## src/tpg_defines.svh

```systemverilog
// Register map, field positions and reset values of the pulse timer
`ifndef TPG_DEFINES_SVH
`define TPG_DEFINES_SVH

// ----------------------------------------------------------------
// Widths
// ----------------------------------------------------------------
`define TPG_ADDR_W 4
`define TPG_DATA_W 16

// ----------------------------------------------------------------
// Register offsets
// ----------------------------------------------------------------
`define TPG_OFS_RUN 4'h0
`define TPG_OFS_MODE 4'h1
`define TPG_OFS_TOGCTL 4'h2
`define TPG_OFS_CMPLOW 4'h3
`define TPG_OFS_CMPPER 4'h4
`define TPG_OFS_CAPTURE_FIRST 4'h5
`define TPG_OFS_CAPTURE_SECOND 4'h6
`define TPG_OFS_COUNT 4'h7

// ----------------------------------------------------------------
// Field positions
// ----------------------------------------------------------------
`define TPG_RUN_EN 0
`define TPG_RUN_PINSEL 1
`define TPG_RUN_PORTDAT 2
`define TPG_MODE_CLE 0
`define TPG_MODE_CAP_LO 1
`define TPG_MODE_CAP_HI 2
`define TPG_MODE_EXTCLK 3
`define TPG_TOG_LOWEN 0
`define TPG_TOG_PEREN 1
`define TPG_TOG_CAPEN 2
`define TPG_TOG_CMD_LO 4
`define TPG_TOG_CMD_HI 5
`define TPG_TOG_DBEN 6
`define TPG_TOG_FF 7

// ----------------------------------------------------------------
// Values
// ----------------------------------------------------------------
`define TPG_ZERO 16'h0000
`define TPG_ONE 16'h0001
`define TPG_RUN_RST 3'h0
`define TPG_MODE_RST 4'h1
`define TPG_TOG_RST 3'h0
`define TPG_FF_INV 2'h0
`define TPG_FF_CLR 2'h1
`define TPG_FF_SET 2'h2
`define TPG_FF_KEEP 2'h3

`endif

```

## src/tpg_pkg.sv

```systemverilog
// Types shared by the pulse timer modules
package tpg_pkg;

    // ------------------------------------------------------------
    // Capture modes
    // ------------------------------------------------------------
    typedef enum logic [1:0] {
        TPG_CAP_OFF = 2'b00,
        TPG_CAP_DIFF = 2'b01,
        TPG_CAP_WIDTH = 2'b10,
        TPG_CAP_GATE = 2'b11
    } tpg_cap_mode_t;

    // ------------------------------------------------------------
    // Edge events of one input
    // ------------------------------------------------------------
    typedef struct packed {
        logic rise;
        logic fall;
    } tpg_edge_t;

endpackage

```

## src/tpg_timer.sv

```systemverilog
// One 16-bit timer channel: pulse generation and edge capture
//
// Notes on behaviour
// - Compare values set period and duty of the square wave on the counter.
// - Initial output flip-flop state chooses active-low or active-high pulse.
// - Timer waveform drives its output pin, shared with a port bit.
// - Output flip-flop toggles on match with either compare register.
// - Double-buffered low compare reloads from its buffer on period match.
// - Trigger A rising edge latches counter into first capture register in modes 01 and 10.
// - Trigger A rising edge raises its interrupt except in pulse-width mode.
// - Both match-toggle enables set makes both matches toggle the output.
// - First capture load may toggle the output flip-flop when selected.
// - Trigger A may serve as counter clock, one count per rising edge.
// - Mode 11 captures on gate flip-flop rising and falling edges.
// - Pulse-width mode captures trigger A rising then falling edge.
// - Only mode 10 raises trigger A interrupt on falling edge.
// - Time-difference mode: trigger B rise captures second and interrupts.
// - Counter clears on period match unless clearing is disabled.
// - Clear enable off lets the counter run free for capture work.
// - Unbuffered writes load compare and buffer; buffered writes buffer only.
// - Capture mode 00, the reset state, disables all capture.
`timescale 1ns/1ps
`include "tpg_defines.svh"
module tpg_timer
    import tpg_pkg::*;
(
    input wire logic sys_clk,
    input wire logic rst_b,
    input wire logic [`TPG_ADDR_W-1:0] reg_addr,
    input wire logic [`TPG_DATA_W-1:0] reg_wdata,
    input wire logic reg_wr,
    input wire logic reg_rd,
    output logic [`TPG_DATA_W-1:0] reg_rdata,
    input wire logic trigger_in_a,
    input wire logic trigger_in_b,
    input wire logic gate_flipflop,
    output logic pulse_out_pin_a,
    output logic ext_irq_a,
    output logic ext_irq_b,
    output logic low_match_irq,
    output logic period_match_irq
);

    // ------------------------------------------------------------
    // Control registers
    // ------------------------------------------------------------
    logic [2:0] run_q;
    logic [3:0] mode_q;
    logic [2:0] tog_en_q;
    logic db_en_q;
    tpg_cap_mode_t cap_mode;
    logic run_en;
    logic ext_clk_sel;
    logic clear_en;

    logic wr_run;
    logic wr_mode;
    logic wr_tog;
    logic wr_low;
    logic wr_per;

    assign wr_run = reg_wr && (reg_addr == `TPG_OFS_RUN);
    assign wr_mode = reg_wr && (reg_addr == `TPG_OFS_MODE);
    assign wr_tog = reg_wr && (reg_addr == `TPG_OFS_TOGCTL);
    assign wr_low = reg_wr && (reg_addr == `TPG_OFS_CMPLOW);
    assign wr_per = reg_wr && (reg_addr == `TPG_OFS_CMPPER);

    always_ff @(posedge sys_clk) begin
        if (!rst_b) begin
            run_q <= `TPG_RUN_RST;
        end else if (wr_run) begin
            run_q <= reg_wdata[`TPG_RUN_PORTDAT:`TPG_RUN_EN];
        end
    end

    always_ff @(posedge sys_clk) begin
        if (!rst_b) begin
            mode_q <= `TPG_MODE_RST;
        end else if (wr_mode) begin
            mode_q <= reg_wdata[`TPG_MODE_EXTCLK:`TPG_MODE_CLE];
        end
    end

    always_ff @(posedge sys_clk) begin
        if (!rst_b) begin
            tog_en_q <= `TPG_TOG_RST;
            db_en_q <= 1'b0;
        end else if (wr_tog) begin
            tog_en_q <= reg_wdata[`TPG_TOG_CAPEN:`TPG_TOG_LOWEN];
            db_en_q <= reg_wdata[`TPG_TOG_DBEN];
        end
    end

    assign run_en = run_q[`TPG_RUN_EN];
    assign ext_clk_sel = mode_q[`TPG_MODE_EXTCLK];
    assign clear_en = mode_q[`TPG_MODE_CLE];
    assign cap_mode = tpg_cap_mode_t'(mode_q[`TPG_MODE_CAP_HI:`TPG_MODE_CAP_LO]);

    // ------------------------------------------------------------
    // Input edges
    // ------------------------------------------------------------
    tpg_edge_t edge_a;
    tpg_edge_t edge_b;
    tpg_edge_t edge_gate;
    logic gate_last_q;

    tpg_sync_edge u_sync_a (
        .sys_clk(sys_clk),
        .rst_b(rst_b),
        .pin(trigger_in_a),
        .edge_o(edge_a)
    );

    tpg_sync_edge u_sync_b (
        .sys_clk(sys_clk),
        .rst_b(rst_b),
        .pin(trigger_in_b),
        .edge_o(edge_b)
    );

    // Gate flip-flop comes from same-clock logic, so no synchroniser
    always_ff @(posedge sys_clk) begin
        if (!rst_b) begin
            gate_last_q <= 1'b0;
        end else begin
            gate_last_q <= gate_flipflop;
        end
    end

    assign edge_gate.rise = gate_flipflop & ~gate_last_q;
    assign edge_gate.fall = ~gate_flipflop & gate_last_q;

    // ------------------------------------------------------------
    // Up-counter and compares
    // ------------------------------------------------------------
    logic [`TPG_DATA_W-1:0] up_counter_q;
    logic [`TPG_DATA_W-1:0] compare_low;
    logic [`TPG_DATA_W-1:0] compare_period;
    logic count_tick;
    logic low_match;
    logic per_match;

    // external rising edges as count clock
    assign count_tick = run_en && (ext_clk_sel ? edge_a.rise : 1'b1);

    // Matches are taken as the counter leaves the matching value
    assign low_match = count_tick && (up_counter_q == compare_low);
    assign per_match = count_tick && (up_counter_q == compare_period);

    // clear enable off gives free-running count
    always_ff @(posedge sys_clk) begin
        if (!rst_b) begin
            up_counter_q <= `TPG_ZERO;
        end else if (per_match && clear_en) begin
            up_counter_q <= `TPG_ZERO;
        end else if (count_tick) begin
            up_counter_q <= up_counter_q + `TPG_ONE;
        end
    end

    tpg_cmp_buf u_cmp_low (
        .sys_clk(sys_clk),
        .rst_b(rst_b),
        .wr(wr_low),
        .wdata(reg_wdata),
        .db_en(db_en_q),
        .xfer(per_match),
        .value(compare_low)
    );

    // Period compare has no buffer
    tpg_cmp_buf u_cmp_per (
        .sys_clk(sys_clk),
        .rst_b(rst_b),
        .wr(wr_per),
        .wdata(reg_wdata),
        .db_en(1'b0),
        .xfer(1'b0),
        .value(compare_period)
    );

    // ------------------------------------------------------------
    // Capture
    // ------------------------------------------------------------
    logic [`TPG_DATA_W-1:0] capture_first_q;
    logic [`TPG_DATA_W-1:0] capture_second_q;
    logic capture_first_load;
    logic capture_second_load;

    always_comb begin
        capture_first_load = 1'b0;
        capture_second_load = 1'b0;
        unique case (cap_mode)
            TPG_CAP_OFF: begin
                capture_first_load = 1'b0;
                capture_second_load = 1'b0;
            end
            TPG_CAP_DIFF: begin
                capture_first_load = edge_a.rise;
                capture_second_load = edge_b.rise;
            end
            TPG_CAP_WIDTH: begin
                capture_first_load = edge_a.rise;
                capture_second_load = edge_a.fall;
            end
            TPG_CAP_GATE: begin
                capture_first_load = edge_gate.rise;
                capture_second_load = edge_gate.fall;
            end
        endcase
    end

    // Second capture is overwritten on every load; software must save it
    always_ff @(posedge sys_clk) begin
        if (!rst_b) begin
            capture_first_q <= `TPG_ZERO;
        end else if (capture_first_load) begin
            capture_first_q <= up_counter_q;
        end
    end

    always_ff @(posedge sys_clk) begin
        if (!rst_b) begin
            capture_second_q <= `TPG_ZERO;
        end else if (capture_second_load) begin
            capture_second_q <= up_counter_q;
        end
    end

    // ------------------------------------------------------------
    // Output toggle flip-flop
    // ------------------------------------------------------------
    logic output_toggle_ff_q;
    logic [1:0] ff_cmd;
    logic toggle;

    assign ff_cmd = reg_wdata[`TPG_TOG_CMD_HI:`TPG_TOG_CMD_LO];

    // first capture load toggles
    // Simultaneous triggers cancel pairwise, as each is an inversion
    assign toggle = (low_match & tog_en_q[`TPG_TOG_LOWEN])
                  ^ (per_match & tog_en_q[`TPG_TOG_PEREN])
                  ^ (capture_first_load & tog_en_q[`TPG_TOG_CAPEN]);

    always_ff @(posedge sys_clk) begin
        if (!rst_b) begin
            output_toggle_ff_q <= 1'b0;
        end else if (wr_tog && ff_cmd == `TPG_FF_CLR) begin
            output_toggle_ff_q <= 1'b0;
        end else if (wr_tog && ff_cmd == `TPG_FF_SET) begin
            output_toggle_ff_q <= 1'b1;
        end else if (wr_tog && ff_cmd == `TPG_FF_INV) begin
            output_toggle_ff_q <= ~output_toggle_ff_q ^ toggle;
        end else begin
            output_toggle_ff_q <= output_toggle_ff_q ^ toggle;
        end
    end

    // pin shows timer or port bit
    always_ff @(posedge sys_clk) begin
        if (!rst_b) begin
            pulse_out_pin_a <= 1'b0;
        end else if (run_q[`TPG_RUN_PINSEL]) begin
            pulse_out_pin_a <= output_toggle_ff_q;
        end else begin
            pulse_out_pin_a <= run_q[`TPG_RUN_PORTDAT];
        end
    end

    // ------------------------------------------------------------
    // Interrupt request lines
    // ------------------------------------------------------------
    always_ff @(posedge sys_clk) begin
        if (!rst_b) begin
            ext_irq_a <= 1'b0;
            ext_irq_b <= 1'b0;
            low_match_irq <= 1'b0;
            period_match_irq <= 1'b0;
        end else begin
            ext_irq_a <= (cap_mode == TPG_CAP_WIDTH) ? edge_a.fall
                                                     : edge_a.rise;
            ext_irq_b <= edge_b.rise;
            low_match_irq <= low_match;
            period_match_irq <= per_match;
        end
    end

    // ------------------------------------------------------------
    // Register read-back
    // ------------------------------------------------------------
    logic [`TPG_DATA_W-1:0] rd_mux;

    always_comb begin
        rd_mux = `TPG_ZERO;
        unique case (reg_addr)
            `TPG_OFS_RUN: begin
                rd_mux[`TPG_RUN_PORTDAT:`TPG_RUN_EN] = run_q;
            end
            `TPG_OFS_MODE: begin
                rd_mux[`TPG_MODE_EXTCLK:`TPG_MODE_CLE] = mode_q;
            end
            `TPG_OFS_TOGCTL: begin
                rd_mux[`TPG_TOG_CAPEN:`TPG_TOG_LOWEN] = tog_en_q;
                rd_mux[`TPG_TOG_CMD_HI:`TPG_TOG_CMD_LO] = `TPG_FF_KEEP;
                rd_mux[`TPG_TOG_DBEN] = db_en_q;
                rd_mux[`TPG_TOG_FF] = output_toggle_ff_q;
            end
            `TPG_OFS_CMPLOW: begin
                rd_mux = compare_low;
            end
            `TPG_OFS_CMPPER: begin
                rd_mux = compare_period;
            end
            `TPG_OFS_CAPTURE_FIRST: begin
                rd_mux = capture_first_q;
            end
            `TPG_OFS_CAPTURE_SECOND: begin
                rd_mux = capture_second_q;
            end
            `TPG_OFS_COUNT: begin
                rd_mux = up_counter_q;
            end
            default: begin
                rd_mux = `TPG_ZERO;
            end
        endcase
    end

    // Read data stand only in the cycle after the strobe
    always_ff @(posedge sys_clk) begin
        if (!rst_b) begin
            reg_rdata <= `TPG_ZERO;
        end else if (reg_rd) begin
            reg_rdata <= rd_mux;
        end else begin
            reg_rdata <= `TPG_ZERO;
        end
    end

endmodule

```

## src/tpg_sync_edge.sv

```systemverilog
// Two-stage synchroniser with rise and fall detection
`timescale 1ns/1ps
module tpg_sync_edge
    import tpg_pkg::*;
(
    input wire logic sys_clk,
    input wire logic rst_b,
    input wire logic pin,
    output tpg_edge_t edge_o
);

    // ------------------------------------------------------------
    // Synchroniser
    // ------------------------------------------------------------
    logic meta_q;
    logic sync_q;
    logic last_q;

    // Only sync_q reads meta_q
    always_ff @(posedge sys_clk) begin
        if (!rst_b) begin
            meta_q <= 1'b0;
            sync_q <= 1'b0;
            last_q <= 1'b0;
        end else begin
            meta_q <= pin;
            sync_q <= meta_q;
            last_q <= sync_q;
        end
    end

    assign edge_o.rise = sync_q & ~last_q;
    assign edge_o.fall = ~sync_q & last_q;

endmodule

```

## src/tpg_cmp_buf.sv

```systemverilog
// Compare register with optional double buffer
`timescale 1ns/1ps
`include "tpg_defines.svh"
module tpg_cmp_buf
    import tpg_pkg::*;
(
    input wire logic sys_clk,
    input wire logic rst_b,
    input wire logic wr,
    input wire logic [`TPG_DATA_W-1:0] wdata,
    input wire logic db_en,
    input wire logic xfer,
    output logic [`TPG_DATA_W-1:0] value
);

    // ------------------------------------------------------------
    // Buffer and compare value
    // ------------------------------------------------------------
    logic [`TPG_DATA_W-1:0] buf_q;
    logic [`TPG_DATA_W-1:0] cmp_q;

    always_ff @(posedge sys_clk) begin
        if (!rst_b) begin
            buf_q <= `TPG_ZERO;
        end else if (wr) begin
            buf_q <= wdata;
        end
    end

    always_ff @(posedge sys_clk) begin
        if (!rst_b) begin
            cmp_q <= `TPG_ZERO;
        end else if (wr && !db_en) begin
            cmp_q <= wdata;
        end else if (xfer && db_en) begin
            cmp_q <= buf_q;
        end
    end

    assign value = cmp_q;

endmodule

```

## config.mk

```make
export PLATFORM = sky130hd
export DESIGN_NAME = tpg_timer
export DESIGN_NICKNAME = d
export VERILOG_FILES = /design/src/tpg_pkg.sv /design/src/tpg_timer.sv /design/src/tpg_sync_edge.sv /design/src/tpg_cmp_buf.sv
export VERILOG_INCLUDE_DIRS = /design/src
export SDC_FILE = /design/constraint.sdc
export NUM_CORES = 1
export LEC_CHECK = 0
export ABC_AREA = 1
export BUFFER_PORTS_ARGS = -buffer_cell sky130_fd_sc_hd__buf_2
export CAP_MARGIN = 40
export CORE_ASPECT_RATIO = 1.2
export CORE_MARGIN = 5
export CORE_UTILIZATION = 54
export DETAILED_ROUTE_END_ITERATION = 10
export PLACE_DENSITY_LB_ADDON = 0.1
export SKIP_CTS_REPAIR_TIMING = 1
export SLEW_MARGIN = 20
export SYNTH_ARGS = -nofsm -noshare
export SYNTH_HDL_FRONTEND = slang
export SYNTH_SLANG_ARGS = --single-unit
```

## constraint.sdc

```tcl
create_clock -name sys_clk -period 1.6 [get_ports sys_clk]
set_input_delay 0.16 -clock sys_clk [delete_from_list [all_inputs] [get_ports sys_clk]]
set_output_delay 0.16 -clock sys_clk [all_outputs]
set_load 0.05 [all_outputs]
```

==> summary.md, run 1 <==
| Metric | Value |
|---|---|
| Outcome | `finished with violations` |
| Failing checks | `negative hold slack, negative setup slack` |
| Pins Over Slew Limit | `0` |
| Finish-stage setup viols | `33` |
| # port buffers | `47` |
| CTS sink cnt | `136` |
| Layout cells sized above 1 | `0.377` |
| Die area | `14,100 um^2` |
| RSZ-0062 raised after global routing | `yes` |
| P per Cell Area | `875 nW/um^2` |
| Setup slack after layout | `-236 ps` |
| Period Utilization, post-route | `1.15` |
| Final Hold Slack | `-4.16 ps` |
| Comb pwr share | `0.081` |
| Placer Congestion | `0.959` |
| Gr ovfl total | `0` |
| R2r setup slk | `-240 ps` |
| Post-Syn Nets | `944` |
| Largest family of logic cells by synthesized area | `simple AND/OR/NAND/NOR gates` |
| H-tree depth | `4` |
| Clk_skew | `11.8 ps` |
| Fillers | `779` |
| Clock buffer depth | `2` |
| Synth Register Bits | `136` |
| CP Data Required Time | `1900 ps` |
| Post-Synth Simple-Gate Area | `0.235` |
| Overall global routing resource usage | `0.291` |
| Yosys cell types | `42` |
| Area grow syn2layout | `46.2%` |
| Clock Power Share | `0.497` |
| Overall power | `0.00818 W` |
| Max Cap Viol | `0` |
| R2R Path End | `up_counter_q[13]` |
| Crit path to | `up_counter_q[13]` |
| Number of routed nets with antenna violations | `0` |
| DRT iter0 DRCs | `610` |
| Seq/Total Area, Yosys | `0.426` |
| Most frequent cells in the layout | `nand2_1, buf_4, inv_1` |
| Final Net Count | `1,139` |
| Sequential power share | `0.422` |
| Reg2Reg Depth | `14` |
| IO Count | `48` |
| Antenna diodes | `0` |
| Worst-Skew Late Latency | `430 ps` |
| Pre-CTS WS | `-197 ps` |
| Core area | `11,600 um^2` |
| CTS Buf Count | `17` |
| Total net switching power | `0.00198 W` |
| Final Cell Area | `9350 um^2` |
| Vias in the first global route | `6,428` |
| Switching part of the total | `0.242` |
| Crit path kind | `reg2reg` |
| Total Wirelength | `22,800 um` |
| Mapped Avg Cell Area | `7.01 um^2` |
| Core Rows | `43` |
| P_leak | `4.01 nW` |
| Largest net degree at the start of global routing | `58` |
| Fin. Hold Viols | `1` |
| Reg-to-reg startpoint | `u_sync_a.last_q` |
| Vias | `7,201` |
| Commonest non-fill, non-tap cell in the layout | `nand2_1` |
| Die width | `109 um` |
| Crit path time final | `1840 ps` |
| CP endpoint kind | `flop` |
| DP Area | `7780 um^2` |
| CTS tree | `done` |
| Placed cells | `1,217` |
| Synth Area in Adders | `0.00978` |
| Peak supply drop | `0.694 mV` |
| Placed wire-length estimate | `14,700 um` |
| Syn Inst Count | `912` |
| First-pass GRT wire length | `31,900 um` |
| Critical path origin | `u_sync_a.last_q` |
| Initial Util | `0.553` |
| Internal cell power | `0.00620 W` |
| Initial antenna violation count | `0` |
| Clock-pin slew on the worst setup and hold paths | `60 ps` |
| Fmax | `545 MHz` |
| Xor/xnor cell area share of the yosys netlist | `0.0219` |
| Post-DR vias/cell | `5.64` |
| Die height | `129 um` |
| DRC Markers | `0` |
| Worst endpoint data arrival time | `2140 ps` |
| Hold/Removal Path Class | `in2reg` |
| Compound-cell area share of the yosys netlist | `0.199` |
| Hold Path Stages | `3` |
| Ys Warns | `0` |
| Mux cell area share after synthesis | `0` |
| CTS Root Cell | `clkbuf_16` |
| Mapped Area | `6390 um^2` |
| Critical path startpoint category | `flop` |
| CP Max Fanout | `3` |
| Drt pass-1 iters | `6` |
| Worst slew pin tran | `443 ps` |
| WL per Instance | `17.8 um` |
| Non-filler cells in the finished layout | `1,277` |
| Max_slew headroom | `0.701` |
## layout make-up
type                       count  area [um^2]  share of cell area
clock inverter                12          150              0.0161
timing repair buffer         213         1700               0.182
multi-input combinational    601         3520               0.377
inverter                     138          523              0.0560
tap                          157          196              0.0210
clock buffer                  20          457              0.0489
sequential                   136         2800               0.299
## cell usage after synthesis (all sizes together)
library cell	number	area [um^2]
nor3b	1	7.51
inv	135	507
nor3	12	65.1
o21ai	90	454
clkbuf	28	105
o32ai	1	8.76
dfxtp	136	2720
clkinv	3	11.3
o211ai	1	7.51
nand4	7	43.8
o22ai	37	231
nand2	187	732
nor2	102	447
xor2	15	131
o2111ai	2	17.5
a21oi	76	384
nand3	24	125
o21bai	1	7.51
nand3b	1	7.51
ha	5	62.6
a211oi	8	60.1
or2	1	6.26
xnor2	1	8.76
nor4	10	62.6
and2	1	6.26
buf	12	72.6
a2111oi	2	17.5
a31oi	13	81.3
## cells by family after synthesis
| group | after synthesis |
|---|---|
| compound gates | 231 |
| xor+xnor | 16 |
| fa+ha+maj | 5 |
| buf+inv | 178 |
| flops | 136 |
| simple gates | 346 |
## worst min-delay path by stage
stage             startpoint                  end  slack [ps]
6_report        reg_wdata[9]   u_cmp_low.buf_q[9]          -4
5_1_grt        reg_wdata[12]  u_cmp_low.buf_q[12]          10
4_1_cts         trigger_in_a      u_sync_a.meta_q         -80
3_5_place_dp    trigger_in_a      u_sync_a.meta_q         350
3_3_place_gp    trigger_in_a      u_sync_a.meta_q         340
2_1_floorplan  gate_flipflop          gate_last_q         250
## power groups by stage
stage | clock network, W | logic (W) | registers [W]
after global placement | 0 | 0.000513 | 0.00353
final | 0.00407 | 0.000660 | 0.00345
after floorplan | 0 | 0.000273 | 0.00354
after global routing | 0.00425 | 0.000713 | 0.00345
after CTS | 0.00406 | 0.000529 | 0.00346
after detailed placement | 0 | 0.000525 | 0.00354
## through the flow
stage	utilization	setup TNS, ps	hold WS, ps
finish	0.808	-3650	-4.16
floorplan	-	0	253
detailed placement	0.672	-4080	346
global placement	0.672	-2370	342
global route	0.808	-7110	14.0
CTS	0.725	-6250	-80.6
## worst max-delay path, cell delays in order, from the launching register on
cell,delay (ps)
dfxtp_2,320
inv_2,70
nand2_4,80
nand2_4,70
nand2_4,70
nor2_4,110
inv_2,60
nor2_4,110
nand2_2,90
nor2_4,130
nand2_2,100
buf_4,140
buf_6,110
nor4_1,180
nor3_1,90
## flip-flops by register name (all words and copies together), names as in the netlist, 3 cells and up
name and flops:
capture_first_q 16, capture_second_q 16, mode_q 4, reg_rdata 16, run_q 3, tog_en_q 3, u_cmp_low.buf_q 16, u_cmp_low.value 16
u_cmp_per.value 16, up_counter_q 16
## metal layers
layer  routed length, um  global-route usage  up-vias
li1                    -                   -     3362
met1                9000               0.383     3367
met2               10900               0.474      392
met3                2040              0.0493       80
met4                 816               0.116        0
met5                   0                   0        -
(Power assumes the default switching activity.)
==> run 2, diff against run 1 <==
SKIP_LAST_GASP = 1   (was not set)
clock period = 1.5 ns   (was 1.6 ns; I/O delays follow)
==> summary.md, run 2 (synthesis gave the netlist of run 1 again) <==
| Metric | Value |
|---|---|
| CP max stage delay | `390 ps` |
| Final Cell Area | `9700 um^2` |
| Clock-pin slew on the worst setup and hold paths | `60 ps` |
| CP endpoint kind | `flop` |
| Clock buffer depth | `2` |
| WL met1 | `9520 um` |
| Hold Path Stages | `3` |
| R2R Path End | `up_counter_q[15]` |
| Period Utilization, post-route | `1.26` |
| Vias | `7,643` |
| DRT iter0 DRCs | `760` |
| Gr ovfl total | `0` |
| Core area | `11,600 um^2` |
| Routed wl met2 | `11,800 um` |
| Crit path cell chain | `nand2_4 > nand2_4 > nand2_4 > nor2_4 > inv_2 > nor2_4 > nand2_2 > nor2_4 > nand2_4 > nor2_4 > nand4_1 > xor2_1 > nor2_1` |
| Pins Over Slew Limit | `0` |
| Fmax | `531 MHz` |
| Outcome | `finished with violations` |
| Placed wire-length estimate | `15,300 um` |
| Initial Util | `0.553` |
| Fin. Hold Viols | `7` |
| DRC Markers | `0` |
| # port buffers | `47` |
| Failing checks | `negative hold slack, negative setup slack` |
| Critical path startpoint category | `flop` |
| Peak supply drop | `0.677 mV` |
| CTS sink cnt | `136` |
| Worst slew pin tran | `484 ps` |
| Commonest non-fill, non-tap cell in the layout | `buf_4` |
| Area grow syn2layout | `51.7%` |
| Worst-Skew Late Latency | `430 ps` |
| Metal3 WL | `2490 um` |
| CP Data Required Time | `1840 ps` |
| Core Rows | `43` |
| Uppermost routed layer | `met4` |
| Non-filler cells in the finished layout | `1,302` |
| CTS Buf Count | `17` |
| Setup slack after layout | `-385 ps` |
| P_leak | `4.18 nW` |
| Hold/Removal Path Class | `in2reg` |
| Drt pass-1 iters | `5` |
| DP Area | `8000 um^2` |
| Final Net Count | `1,164` |
| Die width | `109 um` |
| RSZ-0062 raised after global routing | `yes` |
| Largest net degree at the start of global routing | `33` |
| CP Max Fanout | `3` |
| Worst Hold Launch | `reg_wdata[7]` |
| IO Count | `48` |
| Die height | `129 um` |
| Antenna diodes | `0` |
| R2r setup slk | `-380 ps` |
| Number of routed nets with antenna violations | `0` |
| Worst endpoint data arrival time | `2230 ps` |
| Total Wirelength | `25,600 um` |
| CTS tree | `done` |
| WL per Instance | `19.7 um` |
| Most frequent cells in the layout | `buf_4, nand2_1, inv_1` |
| CP top delay family | `simple AND/OR/NAND/NOR gates` |
| Max_slew headroom | `0.678` |
| Initial antenna violation count | `0` |
| Hold endpoint | `u_cmp_low.buf_q[7]` |
| Vias in the first global route | `6,661` |
| H-tree depth | `4` |
| CP max-delay cell | `dfxtp_1` |
| P per Cell Area | `963 nW/um^2` |
| Post-DR vias/cell | `5.87` |
| CTS Root Cell | `clkbuf_16` |
| Reg-to-reg startpoint | `u_sync_a.sync_q` |
| Crit path kind | `reg2reg` |
| Die area | `14,100 um^2` |
| Crit path buffers/inverters | `1` |
| Fin util | `0.839` |
| Final Hold Slack | `-20.7 ps` |
| Max Cap Viol | `0` |
| Layout cells sized above 1 | `0.392` |
| Reg2Reg Depth | `13` |
| Overall global routing resource usage | `0.300` |
| Placer Congestion | `1.00` |
| Finish-stage setup viols | `67` |
| Crit path time final | `1880 ps` |
| Placed cells | `1,245` |
| Clk_skew | `8.71 ps` |
| First-pass GRT wire length | `32,700 um` |
-- run 2: changes by cell type in the layout (fill, tap and decap cells not counted), moves of 8 or more --
cell and change:
a21oi_1 -17, buf_4 +27, nand2_2 -10, o21ai_1 +8
nand2_1 +11, a21oi_2 +17, o21ai_0 -14
-- run 2: cell type report --
type | instances | area (um^2)
inverter | 138 | 526
clock inverter | 10 | 214
fill | 681 | 1870
tap | 157 | 196
sequential | 136 | 2790
clock buffer | 22 | 474
multi-input combinational | 599 | 3560
timing repair buffer | 240 | 1940
-- run 2: worst max-delay path by stage --
| stage | from | end | slack, ps | cells past startpoint |
|---|---|---|---|---|
| after floorplan | up_counter_q[1] | up_counter_q[14] | -90 | 9 |
| after global placement | up_counter_q[11] | up_counter_q[15] | -290 | 10 |
| after detailed placement | up_counter_q[11] | up_counter_q[13] | -320 | 10 |
| after CTS | up_counter_q[11] | up_counter_q[13] | -350 | 10 |
| after global routing | up_counter_q[7] | output_toggle_ff_q | -460 | 16 |
| final | u_sync_a.sync_q | up_counter_q[15] | -380 | 13 |
-- run 2: layer usage --
metal  GRT usage  vias to the layer above
met5           0                        -
met3      0.0538                      180
met4       0.114                        0
met2       0.488                      515
met1       0.397                     3536
li1            -                     3412
-- run 2: where the power goes --
part | total (W) | switching, W | leakage [nW] | internal (W)
clock | 0.00492 | 0.00165 | 0.331 | 0.00326
sequential | 0.00368 | 0.0000383 | 1.12 | 0.00364
combinational | 0.000748 | 0.000447 | 2.74 | 0.000301
total | 0.00934 | 0.00214 | 4.18 | 0.00720
-- run 2: worst register-to-register path: stages, from the launching register on --
cell and delay, ps:
dfxtp_1 390, nand2_4 100, nand2_4 70, nand2_4 70, nor2_4 120, inv_2 60
nor2_4 120, nand2_2 90, nor2_4 140, nand2_4 80, nor2_4 90, nand4_1 120
xor2_1 190, nor2_1 170
-- run 2: per-stage QoR --
stage | hold slack (ps) | power [W] | TNS [ps] | setup slack, ps
2_1_floorplan | 243 | 0.00407 | -1100 | -94.8
3_3_place_gp | 332 | 0.00435 | -10700 | -294
3_5_place_dp | 341 | 0.00436 | -12730 | -318
4_1_cts | -92.3 | 0.00917 | -13870 | -352
5_1_grt | 12.6 | 0.00957 | -13240 | -462
6_report | -20.7 | 0.00934 | -9690 | -385
